$ cat src/include/cmp_skip_params.svh
/*
 * Timing and width constants for the compare-and-skip-if-less execution block.
 * Assumes inclusion by bare name from the package and from design files.
 */
`ifndef CMP_SKIP_PARAMS_SVH
`define CMP_SKIP_PARAMS_SVH

`define CSL_DATA_W        8
`define CSL_ADDR_W        8
`define CSL_ADDR_MAX      8'hFF
`define CSL_CYC_NOSKIP    2'h1
`define CSL_CYC_SKIP      2'h2
`define CSL_TCY_NS        50
`define CSL_CLK_NS        50
`define CSL_TCY_CLKS      ((`CSL_TCY_NS + `CSL_CLK_NS - 1) / `CSL_CLK_NS)

`endif

$ cat src/include/cmp_skip_pkg.sv
/*
 * Types shared by the compare-and-skip-if-less execution block.
 * Assumes cmp_skip_params.svh is on the include path.
 */
`include "cmp_skip_params.svh"

package cmp_skip_pkg;
    typedef logic [`CSL_DATA_W-1:0] byte_t;
    typedef logic [`CSL_ADDR_W-1:0] addr_t;
    typedef enum logic [1:0] {
        ST_IDLE = 2'h0,
        ST_NOP  = 2'h1
    } exec_state_t;
endpackage

$ cat src/hdl/compare_skip_less_exec.sv
/*
 * Execute stage for compare_skip_less: compares a data byte with the accumulator
 * and, when the byte is lower, squashes the prefetched instruction for one cycle.
 * Assumes the core presents one instruction per clock with a start pulse and
 * supplies the data byte read from the target address in the same cycle.
 * Every output leaves a flop; the write strobes only show that a compare writes nothing.
 */
`timescale 1ns/1ps
`include "cmp_skip_params.svh"

module compare_skip_less_exec
    import cmp_skip_pkg::*;
(
    input  wire logic  clk,
    input  wire logic  reset,
    input  wire logic  execStart,
    input  wire addr_t targetAddr,
    input  wire byte_t targetByte,
    input  wire byte_t accValue,
    output logic       memReadEn,
    output addr_t      memReadAddr,
    output logic       prefetchFlush,
    output logic       nopActive,
    output logic       skipTaken,
    output logic       execBusy,
    output logic       execDone,
    output logic       flagWriteEn,
    output logic       accWriteEn,
    output logic       memWriteEn,
    output logic [1:0] cycleCount
);
    exec_state_t state_r;
    logic        isLess;
    logic [1:0]  cycCnt_r;
    logic        skipTaken_r;
    logic        flush_r;
    logic        done_r;
    logic        rdEn_r;
    addr_t       rdAddr_r;
    logic        flagWe_r;
    logic        accWe_r;
    logic        memWe_r;
    logic        startIdle;

    less_compare #(.WIDTH(`CSL_DATA_W)) u_cmp (
        .memByte   (targetByte),
        .accValue  (accValue),
        .isLess    (isLess),
        .diffValue ()
    );

    // A start counts only outside the squash slot
    assign startIdle = execStart && (state_r == ST_IDLE);

    // Address is registered so the memory read port sees it from a flop
    always_ff @(posedge clk) begin
        if (reset) begin
            rdEn_r   <= 1'b0;
            rdAddr_r <= '0;
        end else begin
            rdEn_r   <= startIdle;
            rdAddr_r <= startIdle ? targetAddr : rdAddr_r;
        end
    end

    // A start arriving during the squash cycle is ignored: the fetched word is a NOP slot
    always_ff @(posedge clk) begin
        if (reset) begin
            state_r <= ST_IDLE;
        end else begin
            unique case (state_r)
                ST_IDLE: begin
                    if (execStart && isLess) state_r <= ST_NOP;
                end
                ST_NOP: begin
                    state_r <= ST_IDLE;
                end
                default: state_r <= ST_IDLE;
            endcase
        end
    end

    // Skip marker and flush pulse both cover exactly the squashed slot
    always_ff @(posedge clk) begin
        if (reset) begin
            skipTaken_r <= 1'b0;
            flush_r     <= 1'b0;
        end else begin
            skipTaken_r <= startIdle && isLess;
            flush_r     <= startIdle && isLess;
        end
    end

    // Count outlives the strobe so the core may read it after completion
    always_ff @(posedge clk) begin
        if (reset) begin
            done_r      <= 1'b0;
            cycCnt_r    <= 2'h0;
        end else begin
            if (startIdle && !isLess) begin
                done_r   <= 1'b1;
                cycCnt_r <= `CSL_CYC_NOSKIP;
            end else if (state_r == ST_NOP) begin
                done_r   <= 1'b1;
                cycCnt_r <= `CSL_CYC_SKIP;
            end else begin
                done_r   <= 1'b0;
                cycCnt_r <= cycCnt_r;
            end
        end
    end

    assign memReadEn     = rdEn_r;
    assign memReadAddr   = rdAddr_r;
    assign prefetchFlush = flush_r;
    assign nopActive     = flush_r;
    assign skipTaken     = skipTaken_r;
    assign execBusy      = flush_r;
    assign execDone      = done_r;
    assign cycleCount    = cycCnt_r;
    assign flagWriteEn   = flagWe_r;
    assign accWriteEn    = accWe_r;
    assign memWriteEn    = memWe_r;

    // Compare only: the write strobes sit in flops like every other output and never rise
    always_ff @(posedge clk) begin
        if (reset) begin
            flagWe_r <= 1'b0;
            accWe_r  <= 1'b0;
            memWe_r  <= 1'b0;
        end else begin
            flagWe_r <= 1'b0;
            accWe_r  <= 1'b0;
            memWe_r  <= 1'b0;
        end
    end

    // Compare expectations below are worked from the operands, not from the comparator's isLess result
    skip_when_less_a: assert property (@(posedge clk) disable iff (reset)
        startIdle && (targetByte < accValue) |=> skipTaken && prefetchFlush)
        else $error("skip missing for byte below accumulator");

    no_skip_ge_a: assert property (@(posedge clk) disable iff (reset)
        startIdle && (targetByte >= accValue) |=> !skipTaken && execDone)
        else $error("skip taken for byte not below accumulator");

    flush_one_cycle_a: assert property (@(posedge clk) disable iff (reset)
        prefetchFlush |=> !prefetchFlush)
        else $error("flush held longer than one cycle");

    nop_replaces_a: assert property (@(posedge clk) disable iff (reset)
        prefetchFlush |-> nopActive)
        else $error("flush without nop");

    skip_two_cycles_a: assert property (@(posedge clk) disable iff (reset)
        startIdle && (targetByte < accValue) |=> !execDone ##1 execDone && cycleCount == 2'h2)
        else $error("skip not completed in two cycles");

    noskip_one_cycle_a: assert property (@(posedge clk) disable iff (reset)
        startIdle && (targetByte >= accValue) |=> cycleCount == 2'h1)
        else $error("no-skip not one cycle");

    flags_kept_a: assert property (@(posedge clk) disable iff (reset)
        !flagWriteEn)
        else $error("status flags written");

    operands_kept_a: assert property (@(posedge clk) disable iff (reset)
        $rose(memReadEn) |-> !accWriteEn && !memWriteEn)
        else $error("operand written by compare");

    refused_start_a: assert property (@(posedge clk) disable iff (reset)
        execStart && (state_r == ST_NOP) |=> !skipTaken && !memReadEn && execDone)
        else $error("start in no-operation slot was acted on");

    read_issue_a: assert property (@(posedge clk) disable iff (reset)
        startIdle |=> memReadEn && (memReadAddr == $past(targetAddr)))
        else $error("operand read not issued at the target address");

    read_quiet_a: assert property (@(posedge clk) disable iff (reset)
        !startIdle |=> !memReadEn)
        else $error("operand read without an accepted start");

    busy_in_nop_a: assert property (@(posedge clk) disable iff (reset)
        execBusy |-> (state_r == ST_NOP))
        else $error("busy outside the no-operation slot");

    skip_cause_a: assert property (@(posedge clk) disable iff (reset)
        skipTaken |-> $past(startIdle) && ($past(targetByte) < $past(accValue)))
        else $error("skip without a lower byte");

    done_count_a: assert property (@(posedge clk) disable iff (reset)
        execDone |-> (cycleCount == `CSL_CYC_NOSKIP) || (cycleCount == `CSL_CYC_SKIP))
        else $error("completion with an illegal cycle count");

    state_legal_a: assert property (@(posedge clk) disable iff (reset)
        (state_r == ST_IDLE) || (state_r == ST_NOP))
        else $error("sequencer in an unused code");

    writes_kept_a: assert property (@(posedge clk) disable iff (reset)
        !accWriteEn && !memWriteEn)
        else $error("operand write strobe raised");

    equal_no_skip_a: assert property (@(posedge clk) disable iff (reset)
        startIdle && (targetByte == accValue) |=> !skipTaken && execDone)
        else $error("equal operands caused a skip");

    count_held_a: assert property (@(posedge clk) disable iff (reset)
        !execDone && !$past(reset) |-> $stable(cycleCount))
        else $error("cycle count changed without completion");

    nop_done_a: assert property (@(posedge clk) disable iff (reset)
        (state_r == ST_NOP) |=> execDone && !prefetchFlush)
        else $error("no-operation slot did not complete");

    // Main scenarios, including the refused start and back-to-back issue
    skip_path_c: cover property (@(posedge clk) disable iff (reset) startIdle && targetByte < accValue);
    noskip_path_c: cover property (@(posedge clk) disable iff (reset) startIdle && targetByte >= accValue);
    equal_path_c: cover property (@(posedge clk) disable iff (reset) startIdle && targetByte == accValue);
    nop_refused_c: cover property (@(posedge clk) disable iff (reset) execStart && (state_r == ST_NOP));
    back_to_back_c: cover property (@(posedge clk) disable iff (reset) startIdle ##1 startIdle);
endmodule // compare_skip_less_exec

$ cat src/hdl/less_compare.sv
/*
 * Unsigned magnitude compare of a memory byte against the accumulator.
 * Assumes both operands are stable in the cycle that samples the result.
 */
`timescale 1ns/1ps
`include "cmp_skip_params.svh"

module less_compare
    import cmp_skip_pkg::*;
#(
    parameter int WIDTH = `CSL_DATA_W
) (
    input  wire logic [WIDTH-1:0] memByte,
    input  wire logic [WIDTH-1:0] accValue,
    output logic                  isLess,
    output logic [WIDTH-1:0]      diffValue
);
    logic [WIDTH:0] diffWide;

    // Borrow out of the subtraction is the unsigned less-than result
    assign diffWide  = {1'b0, memByte} - {1'b0, accValue};
    assign isLess    = diffWide[WIDTH];
    assign diffValue = diffWide[WIDTH-1:0];
endmodule // less_compare

$ cat config.mk
export PLATFORM = sky130hd
export DESIGN_NAME = compare_skip_less_exec
export DESIGN_NICKNAME = d
export VERILOG_FILES = /design/src/include/cmp_skip_pkg.sv /design/src/hdl/compare_skip_less_exec.sv /design/src/hdl/less_compare.sv
export VERILOG_INCLUDE_DIRS = /design/src /design/src/include
export SDC_FILE = /design/constraint.sdc
export NUM_CORES = 1
export LEC_CHECK = 0
export BUFFER_PORTS_ARGS = -buffer_cell sky130_fd_sc_hd__clkbuf_2
export CORE_MARGIN = 4
export CORE_UTILIZATION = 43
export DETAILED_ROUTE_END_ITERATION = 7
export HOLD_SLACK_MARGIN = 0.03
export PLACE_DENSITY = 0.89
export SLEW_MARGIN = 20
export SYNTH_ARGS = -nofsm -noshare
export SYNTH_HDL_FRONTEND = slang
export SYNTH_SLANG_ARGS = --single-unit
$ cat constraint.sdc
create_clock -name clk -period 2.45 [get_ports clk]
set_input_delay 0.245 -clock clk [delete_from_list [all_inputs] [get_ports clk]]
set_output_delay 0.245 -clock clk [all_outputs]
set_load 0.005 [all_outputs]
Word-level counts from Yosys, hierarchy flattened
Cells that the tools add are included.
W data, S select, Z words.
Storage, ports and cells
  flip-flop bits (word level): 14
  output and inout bits: 19
  word-level logic and storage cells: 22
  input bits: 27
Cells by class
  bitwise logic cells: 1
  reduce and logical (&&, ||, !) cells: 9
  mux-type cells: 4
  $add $sub $neg: 1
Operators with widths (number)
  $sub A8 B8 Y9: 1
  $logic_and A1 B1 Y1: 4
  $mux W1: 4
  $reduce_or A2 Y1: 2
  $logic_not A2 Y1: 1
  $reduce_bool A2 Y1: 1
  $logic_not A1 Y1: 1
  $not A1 Y1: 1

Logic depth before layout (Yosys ltp)
Gate-level depths: netlist of run 1.
  word-level depth: 4
  gate-level depth with buffers: 6
  depth with buffers taken out: 6

Cells and area by module
Synthesis of run 1 repeated with hierarchy kept, for this count alone.
Unflattened totals
  cells, all modules: 108
  area total of the unflattened synthesis: 962.2 µm²
By module, submodules not included
  compare_skip_less_exec: cells each 60, times used 1, area each 608.1 µm²
  less_compare: cells each 48, times used 1, area each 354.1 µm²

Worst setup path before layout of run 1
Ideal clock, no wire load.
  kind: input -> register
  from: input port accValue[2]
  to: register done_r (netlist: execDone)
  setup time: 0.128 ns
  setup slack: 1.194 ns
  arrival time: 1.127 ns
  stages: 6
  path buffers: 0
  data required time: 2.322 ns
  path through: inv_1 -> ha_1 -> a211oi_2 -> o21ai_1 -> a21oi_2 -> o22ai_1
Between the ends
  longest elaborated chain between the ends: 4
RTL lines
  from (decl): line compare_skip_less_exec.sv:19  | input wire byte_t accValue,
  $sub A8 B8 Y9: line less_compare.sv:21  | assign diffWide = {1'b0, memByte} - {1'b0, accValue};
  $logic_not A1 Y1: line compare_skip_less_exec.sv:100  | if (startIdle && !isLess) begin
  $logic_and A1 B1 Y1: line compare_skip_less_exec.sv:100
  $mux W1: line compare_skip_less_exec.sv:100
  to (signal assigned): line compare_skip_less_exec.sv:101  | done_r <= 1'b1;
  to (signal assigned): line compare_skip_less_exec.sv:104  | done_r <= 1'b1;
  to (signal assigned): line compare_skip_less_exec.sv:107  | done_r <= 1'b0;
  to (decl): line compare_skip_less_exec.sv:37  | logic done_r;
No other way between the ends.
A chain may end at the register's enable or synchronous reset.

Worst setup path after layout of run 1
  from: register state_r[0]
  to: register state_r[0]
Between the ends
  longest elaborated chain between the ends: 3
RTL lines
  from (decl): line compare_skip_less_exec.sv:32  | exec_state_t state_r;
  from (signal assigned): line compare_skip_less_exec.sv:69  | state_r <= ST_IDLE;
  from (signal assigned): line compare_skip_less_exec.sv:73  | if (execStart && isLess) state_r <= ST_NOP;
  from (signal assigned): line compare_skip_less_exec.sv:76  | state_r <= ST_IDLE;
  $logic_not A2 Y1: line compare_skip_less_exec.sv:71  | unique case (state_r)
  $not A1 Y1 (no source line)
  $reduce_or A2 Y1 (no source line)
No other way between the ends.

==> results.py, run 1 <==
metrics = {
    "status": {
        "outcome": "finished clean",
    },
    "route": {
        "wl_per_cell_um": 11.0,
        "drtIter0Drc": 8,
        "post_drt_via_cell_ratio": 4.69,
        "vias": 670,
        "routed_wl_um": 1580,
        "antenna_left": 0,
        "drc_errors": 0,
        "first_pass_iters": 4,
    },
    "clock_network": {
        "cts_hold_buf": 0,
        "cts-htree-levels": 1,
        "numCtsBuffers": 3,
        "post_cts_resized": 0,
        "insertion_delay_ps": 270,
        "clkSinkCount": 14,
        "cts_setup_buffers": 0,
        "clk_path_buf_depth": 2,
        "clock-root-buffer": "clkbuf_4",
        "path_clk_slew_ps": 80,
        "cts_tree": "built",
    },
    "synthesis": {
        "ys_seq_elements": 14,
        "synth_compound_area_frac": 0.146,
        "synth_xor_area_frac": 0,
        "synth_enable_flop_cells": 0,
        "synthTopCellsByArea": "dfxtp_1 (40%), ha_1 (13%), nand2_1 (11%)",
        "muxShareOfSynthArea": 0,
        "synth_fa_ha_area_frac": 0.125,
        "ys_warn_count": 0,
        "yosys-top-cells-count": "nand2_1 (21), dfxtp_1 (14), a21oi_1 (10), inv_1 (8), ha_1 (7)",
        "synth_cell_types": 21,
        "avgSynthCellArea_um2": 7.96,
        "synth_top_family_by_area": "simple AND/OR/NAND/NOR gates",
        "async_flop_share": 0,
        "yosys.cell_count.top_type": "nand2_1",
        "yosys.area_share.simple": 0.198,
        "syn_area_um2": 701,
        "yosys.area.top_type": "dfxtp_1",
        "yosysSeqAreaShare": 0.400,
        "synthCells": 88,
        "yosysTopAreaCellShare": 0.400,
        "synthFlopType": "dfxtp_1",
    },
    "setup_path": {
        "r2r-end": "state_r[0]",
        "r2r_setup_slack_ps": 1280,
        "critPathLaunchType": "register",
        "reg2reg_depth": 4,
        "startpoint": "state_r[0]",
        "end_kind": "register",
        "crit_required_ps": 2620,
        "path_max_fanout": 11,
        "arrival_ps": 1340,
        "critPathKind": "reg2reg",
        "r2r-start": "state_r[0]",
    },
    "timing": {
        "timing.final.crit_share": 0.478,
        "tns_ps": 0,
        "worst_pin_slew_ps": 533,
        "period_minus_slack_ps": 1170,
        "slew_headroom": 0.644,
        "rsz0062_at_grt": "no",
        "fmax_mhz": 854,
        "skew_ps": 1.21,
        "slew_violations": 0,
        "holdWs_ps": 187,
        "hold_viol": 0,
        "setup_viol": 0,
    },
    "run": {
        "maxCapViolCount": 0,
    },
    "power": {
        "ir_drop_uv": 291,
        "p_sw_frac": 0.253,
        "powerDensity_nw_per_um2": 557,
        "pwr-share-comb": 0.196,
        "p_clk_frac": 0.312,
        "pwr-share-seq": 0.492,
        "p_total_uw": 511,
        "p_int_uw": 382,
        "p_leak_uw": 0.000503,
        "switching_power_uw": 129,
    },
    "floorplan": {
        "design.core.area_um2": 1520,
        "fp.dieW_um": 48.4,
        "fp-row-count": 14,
        "ioPinCount": 46,
        "dieArea_um2": 2340,
        "dieHeight_um": 48.4,
        "start_util": 0.460,
    },
    "worst_hold_path": {
        "hold_end": "memReadAddr[3]",
        "hold_path_class": "in2reg",
        "min-delay-start": "targetAddr[3]",
        "whs_path_depth": 3,
    },
    "layout": {
        "fillers": 132,
        "layout-drive-gt1-share": 0.386,
        "antenna_cells": 0,
        "final_util": 0.602,
        "area_growth_pct": 30.9,
        "finalNetCount": 162,
        "final_cell_area_um2": 917,
    },
    "global_route": {
        "grt-ovfl-total": 0,
        "grt_usage": 0.143,
        "grt_antenna_before_repair": 0,
        "grt_pass1_wl_um": 2730,
        "grt_max_degree": 15,
        "grt_pass1_vias": 673,
    },
    "place": {
        "portBuffers": 42,
        "placed_area_um2": 881,
        "gp_congestion": 0.814,
        "dp_hpwl_um": 1280,
    },
}
power groups by stage:
stage               clock network, uW  registers, uW  logic [uW]
detailed placement                  0            256         100
global placement                    0            256        95.9
global route                      177            253         116
finish                            159            251         100
floorplan                           0            257        59.7
CTS                               164            251         102
layout make-up:
type | count | area [um^2] | area share
inverters | 8 | 30.0 | 0.0327
repair buffers | 42 | 210 | 0.229
flip-flops and latches | 14 | 280 | 0.306
well taps | 16 | 20.0 | 0.0218
multi-input cells | 59 | 340 | 0.371
clock buffers | 4 | 36.3 | 0.0396
routing by layer:
layer / track usage / part of all wire / vias to the layer above
li1: - / - / 355
met4: 0.0829 / 0.024 / 0
met2: 0.246 / 0.53 / 23
met1: 0.164 / 0.40 / 286
met5: 0 / 0 / -
met3: 0.0215 / 0.047 / 6
cell families (layout without fill, tap and decap cells):
| logic type | after synthesis | in the layout |
|---|---|---|
| and+or+nand+nor | 32 | 32 |
| AOI/OAI and AO/OA | 17 | 17 |
| buffers and inverters | 17 | 54 |
| DFF | 14 | 14 |
| adders and majority gates | 7 | 7 |
| other | 1 | 3 |
worst max path at each step:
| stage | slack, ps | end | cells after the start |
|---|---|---|---|
| final | 1280 | state_r[0] | 4 |
| after CTS | 1280 | execDone | 7 |
| after detailed placement | 1030 | execDone | 7 |
| after global routing | 1190 | memReadAddr[6] | 3 |
| after global placement | 1060 | execDone | 7 |
| after floorplan | 1190 | execDone | 6 |
critical path, cell delays in order (launching register included):
cell     delay, ps
dfxtp_1        390
inv_1           90
nand2_1        300
nor2_1         120
and2_1         180
layout by cell type, fill, tap and decap left out, drive strengths merged:
| master | count |
|---|---|
| a211oi | 1 |
| a21oi | 11 |
| and2 | 2 |
| clkbuf | 46 |
| conb | 3 |
| dfxtp | 14 |
| ha | 7 |
| inv | 8 |
| nand2 | 21 |
| nand2b | 1 |
| nor2 | 5 |
| nor2b | 2 |
| nor3 | 1 |
| o21a | 1 |
| o21ai | 2 |
| o22ai | 1 |
| o31ai | 1 |
stage by stage:
| stage | worst slack, ps | std cells |
|---|---|---|
| after CTS | 1280 | 143 |
| after global routing | 1190 | 143 |
| final | 1280 | 143 |
| after detailed placement | 1030 | 139 |
| after global placement | 1060 | 139 |
| after floorplan | 1190 | 90 |
sequential cells by signal (all words and copies together), names as in the netlist:
signal and cells:
cycleCount 2, execBusy 1, memReadAddr 8, state_r 1, execDone 1, memReadEn 1
No activity file was read; power rests on OpenSTA's default activity.
==> run 2: changes to the inputs <==
--- a/config.mk
+++ b/config.mk
@@ -8,10 +8,10 @@
 export LEC_CHECK = 0
 export BUFFER_PORTS_ARGS = -buffer_cell sky130_fd_sc_hd__clkbuf_2
 export CORE_MARGIN = 4
-export CORE_UTILIZATION = 43
+export CORE_UTILIZATION = 40
 export DETAILED_ROUTE_END_ITERATION = 7
 export HOLD_SLACK_MARGIN = 0.03
-export PLACE_DENSITY = 0.89
+export PLACE_DENSITY = 0.84
 export SLEW_MARGIN = 20
 export SYNTH_ARGS = -nofsm -noshare
 export SYNTH_HDL_FRONTEND = slang
==> constraint.sdc (replaced) <==
create_clock -name clk -period 1.1 [get_ports clk]
set_input_delay 0.11 -clock clk [delete_from_list [all_inputs] [get_ports clk]]
set_output_delay 0.11 -clock clk [all_outputs]
set_load 0.005 [all_outputs]
==> run 2 against run 1 <==
Against the previous run: register-to-register slack got worse by 1200 ps; clock-buffer cell count did not move; flip-flop and latch count stayed put; sequential power up 120%; global-route usage fell by 1.1 points; non-clock buffer count is 2 higher; first-iteration DRC count stayed put; critical path depth up 1; largest cell class unchanged; sequential share of layout area is 0.97 points lower; combinational power rose by 130%; clock skew down 0.84 ps; critical path type unchanged.
==> results.py, run 2 (same netlist as run 1, synthesis figures left out) <==
metrics = {
    "status": {
        "outcome": "finished clean",
    },
    "worst_hold_path": {
        "min-delay-start": "targetAddr[1]",
        "hold_path_class": "in2reg",
        "hold_end": "memReadAddr[1]",
        "whs_path_depth": 3,
    },
    "timing": {
        "period_minus_slack_ps": 983,
        "hold_viol": 0,
        "timing.final.crit_share": 0.893,
        "skew_ps": 0.372,
        "setup_viol": 0,
        "slew_violations": 0,
        "fmax_mhz": 1020,
    },
    "route": {
        "first_pass_iters": 5,
        "antenna_left": 0,
        "routed_wl_um": 1480,
        "drtIter0Drc": 8,
        "post_drt_via_cell_ratio": 4.71,
        "drc_errors": 0,
        "wl_per_cell_um": 10.2,
        "vias": 683,
    },
    "floorplan": {
        "fp.dieW_um": 49.9,
        "start_util": 0.444,
        "design.core.area_um2": 1580,
        "fp-row-count": 14,
        "ioPinCount": 46,
        "dieHeight_um": 49.9,
        "dieArea_um2": 2490,
    },
    "global_route": {
        "grt-ovfl-total": 0,
        "grt_pass1_vias": 637,
        "grt_usage": 0.132,
        "grt_max_degree": 15,
        "grt_antenna_before_repair": 0,
        "grt_pass1_wl_um": 2550,
    },
    "setup_path": {
        "cp_slowest_cell": "dfxtp_1",
        "r2r-end": "memReadAddr[1]",
        "crit_path_cell_trace": "inv_1 -> nand2_2 -> buf_4 -> nand2_1 -> a21oi_1",
        "end_kind": "register",
        "critPathLaunchType": "register",
        "cpPeakStageDelay_ps": 390,
        "reg2reg_depth": 5,
        "crit_required_ps": 1310,
        "critPathKind": "reg2reg",
        "r2r-start": "state_r[0]",
        "arrival_ps": 1200,
        "r2r_setup_slack_ps": 120,
        "path_max_fanout": 7,
    },
    "place": {
        "placed_area_um2": 908,
        "gp_congestion": 0.723,
        "dp.cells": 141,
        "portBuffers": 42,
        "dp_hpwl_um": 1300,
    },
    "layout": {
        "layout_commonest_cell": "clkbuf_2",
        "layout-drive-gt1-share": 0.411,
        "regArea_um2": 280,
        "layoutNonFillerInstCount": 145,
        "fillers": 147,
        "final_cell_mix": "clkbuf_2 (42), nand2_1 (20), dfxtp_1 (14)",
        "antenna_cells": 0,
        "largest_reg_flops": 8,
        "multi_input_area_um2": 355,
        "finalNetCount": 164,
        "area_growth_pct": 35.2,
        "final_cell_area_um2": 947,
    },
    "clock_network": {
        "insertion_delay_ps": 280,
        "cts-htree-levels": 1,
        "numCtsBuffers": 3,
        "clkSinkCount": 14,
        "clk_path_buf_depth": 2,
        "clock-root-buffer": "clkbuf_4",
        "path_clk_slew_ps": 80,
        "cts_tree": "built",
    },
    "power": {
        "powerDensity_nw_per_um2": 1220,
        "ir_drop_uv": 543,
        "p_leak_uw": 0.000513,
    },
    "run": {
        "maxCapViolCount": 0,
    },
}
## run 2: metal layers
| metal | GRT usage | vias to the layer above | share of wire |
|---|---|---|---|
| met5 | 0 | - | 0 |
| met4 | 0.0829 | 0 | 0.026 |
| met3 | 0.0392 | 4 | 0.11 |
| met2 | 0.227 | 40 | 0.49 |
| met1 | 0.139 | 283 | 0.37 |
| li1 | - | 356 | - |
## run 2: final cells by class
class / instances / share of cell area
multi-input combinational: 59 / 0.375
sequential: 14 / 0.296
timing repair buffer: 44 / 0.238
clock buffer: 4 / 0.0383
inverter: 8 / 0.0317
tap: 16 / 0.0211
## run 2: worst max-delay path by stage
stage / start / to / cells after the start
after detailed placement: accValue[2] / cycleCount[0] / 7
after CTS: state_r[0] / memReadAddr[1] / 5
after global placement: accValue[2] / cycleCount[0] / 7
final: state_r[0] / memReadAddr[1] / 5
after floorplan: accValue[2] / cycleCount[0] / 6
after global routing: state_r[0] / memReadAddr[0] / 5
## run 2: report_power, final
group	switching [uW]	leakage (uW)	internal, uW
sequential	16.7	0.000115	541
combinational	115	0.000376	120
clock	165	0.0000210	201
## run 2: timing repair
action,in CTS,in global routing
endpoints found under the setup margin,0,7
resized for setup,0,1
buffers inserted,0,0
hold buffers,0,0
## run 2: worst max-delay path, delay by kind of cell (launching register included)
family | cells | cell delay, ps
simple gates | 2 | 170
flops | 1 | 390
compound gates | 1 | 130
buf+inv | 2 | 240
## run 2: per-stage QoR
step           total power, uW  TNS [ps]   util  setup slack (ps)  hold slack, ps
2_1_floorplan              709         0      -              53.0             197
3_3_place_gp               798      -363  0.576             -81.2             338
3_5_place_dp               808      -593  0.576              -130             341
4_1_cts                   1170         0  0.599              59.7            38.7
5_1_grt                   1230     -8.84  0.601             -5.31            41.3
6_report                  1160         0  0.601               117            44.9
==> run 3: changes to the inputs <==
--- a/config.mk
+++ b/config.mk
@@ -6,6 +6,7 @@
 export SDC_FILE = /design/constraint.sdc
 export NUM_CORES = 1
 export LEC_CHECK = 0
+export ABC_AREA = 1
 export BUFFER_PORTS_ARGS = -buffer_cell sky130_fd_sc_hd__clkbuf_2
 export CORE_MARGIN = 4
 export CORE_UTILIZATION = 40
==> run 3 against run 2 <==
Against the previous run: clock-buffer cell count is 1 lower; setup slack gained 7.2 ps; final area down 4.2%; critical path type unchanged.
==> results.py, run 3 <==
metrics = {
    "layout": {
        "layout_commonest_cell": "clkbuf_2",
        "area_growth_pct": 32.3,
        "fillers": 151,
        "final_cell_mix": "clkbuf_2 (42), nor2_1 (18), dfxtp_1 (14)",
        "largest_reg_flops": 8,
        "layoutNonFillerInstCount": 148,
        "layout-drive-gt1-share": 0.386,
        "final_cell_area_um2": 907,
        "antenna_cells": 0,
        "finalNetCount": 168,
    },
    "clock_network": {
        "clk_path_buf_depth": 2,
        "clock-root-buffer": "clkbuf_4",
        "clkSinkCount": 14,
        "cts_setup_buffers": 0,
        "cts-htree-levels": 1,
        "cts_tree": "built",
        "insertion_delay_ps": 280,
        "path_clk_slew_ps": 90,
        "numCtsBuffers": 3,
    },
    "setup_path": {
        "r2r_setup_slack_ps": 120,
        "cpPeakStageDelay_ps": 320,
        "crit_required_ps": 1280,
        "crit_family": "flip-flops",
        "path_buf_inv": 2,
        "cp_slowest_cell": "dfxtp_1",
        "crit_path_cell_trace": "inv_2 -> nand2_2 -> buf_4 -> o21ai_0 -> nor2_1",
        "path_max_fanout": 8,
        "critPathKind": "reg2reg",
        "end_kind": "register",
        "arrival_ps": 1160,
        "critPathLaunchType": "register",
    },
    "synthesis": {
        "ys_seq_elements": 14,
        "synthTopCellsByArea": "dfxtp_1 (41%), ha_1 (13%), nor2_1 (9.9%)",
        "async_flop_share": 0,
        "ys_warn_count": 0,
        "avgSynthCellArea_um2": 7.53,
        "synth_cell_types": 15,
        "synth_enable_flop_cells": 0,
        "yosys-top-cells-count": "nor2_1 (18), dfxtp_1 (14), inv_1 (11), nand2_1 (11), o21ai_0 (9)",
        "syn_area_um2": 686,
        "synthFlopType": "dfxtp_1",
        "synthCells": 91,
        "yosys.area.top_type": "dfxtp_1",
        "yosysTopAreaCellShare": 0.409,
        "yosysSeqAreaShare": 0.409,
        "yosys.cell_count.top_type": "nor2_1",
    },
    "route": {
        "antenna_left": 0,
        "routed_wl_um": 1510,
        "drtIter0Drc": 9,
        "drc_errors": 0,
        "vias": 682,
        "wl_per_cell_um": 10.2,
        "post_drt_via_cell_ratio": 4.61,
        "first_pass_iters": 4,
    },
    "place": {
        "dp_hpwl_um": 1290,
        "dp_slack_ps": -24.9,
        "placed_area_um2": 881,
        "dp.cells": 145,
        "gp_congestion": 0.717,
        "portBuffers": 42,
    },
    "floorplan": {
        "fp.dieW_um": 49.4,
        "design.core.area_um2": 1560,
        "dieArea_um2": 2440,
        "dieHeight_um": 49.4,
        "ioPinCount": 46,
        "fp-row-count": 14,
        "start_util": 0.440,
    },
    "timing": {
        "setup_viol": 0,
        "slew_violations": 0,
        "skew_ps": 9.33,
        "rsz0062_at_grt": "no",
        "tns_ps": 0,
        "timing.final.crit_share": 0.887,
        "setup_ws_ps": 124,
        "fmax_mhz": 1020,
        "hold_viol": 0,
        "period_minus_slack_ps": 976,
    },
    "power": {
        "ir_drop_uv": 642,
        "powerDensity_nw_per_um2": 1210,
        "p_leak_uw": 0.000535,
    },
    "run": {
        "maxCapViolCount": 0,
    },
    "global_route": {
        "grt_max_degree": 11,
        "grt_usage": 0.129,
        "grt_antenna_before_repair": 0,
        "grt-ovfl-total": 0,
        "grt_pass1_vias": 624,
        "grt_pass1_wl_um": 2460,
    },
    "status": {
        "outcome": "finished clean",
    },
    "worst_hold_path": {
        "hold_path_class": "in2reg",
    },
}
[run 3: kinds of logic (layout without fill, tap and decap cells)]
kind of cell / after synthesis / after routing / share of synthesized area
flip-flops: 14 / 14 / 0.409
adder cells (fa/ha/maj): 7 / 7 / 0.128
other: 1 / 3 / 0.00547
AND/OR/NAND/NOR: 33 / 33 / 0.192
AO/OA/AOI/OAI: 16 / 16 / 0.120
buffers and inverters: 20 / 59 / 0.146
[run 3: cell type report]
class	instances	area [um^2]	share of cell area
well taps	16	20.0	0.0221
inverters	13	51.3	0.0566
multi-input cells	59	315	0.348
repair buffers	43	218	0.240
clock buffers	3	22.5	0.0248
flip-flops and latches	14	280	0.309
[run 3: final timing paths]
path                      start              to  cells after the start
setup / recovery     state_r[0]  memReadAddr[1]                      5
hold / removal    targetAddr[2]  memReadAddr[2]                      3
setup reg to reg     state_r[0]  memReadAddr[1]                      5
hold reg to reg   cycleCount[0]   cycleCount[0]                      2
[run 3: timing repair]
item / CTS / global route
resized for setup: 0 / 2
hold buffers: 0 / 0
setup endpoints to repair: 0 / 10
[run 3: where the power goes]
| part | internal [uW] | switching [uW] |
|---|---|---|
| Sequential | 547 | 18.7 |
| Clock | 127 | 165 |
| Combinational | 117 | 122 |
[run 3: per-stage QoR]
step	hold WS, ps	util	total power [uW]
2_1_floorplan	179	-	717
3_3_place_gp	352	0.565	807
3_5_place_dp	367	0.565	818
4_1_cts	72.6	0.579	1100
5_1_grt	94.3	0.582	1160
6_report	71.0	0.582	1100
[run 3: worst reg2reg max path, stage by stage, from the launching register on]
cell and delay, ps:
dfxtp_1 320, inv_2 70, nand2_2 100, buf_4 180, o21ai_0 160, nor2_1 50
[run 3: per-layer routing]
layer / part of all wire / global-route usage / routed length [um]
met5: 0 / 0 / 0
met4: 0.0066 / 0.0553 / 10
met3: 0.043 / 0.00917 / 65
met2: 0.56 / 0.263 / 844
met1: 0.39 / 0.129 / 585
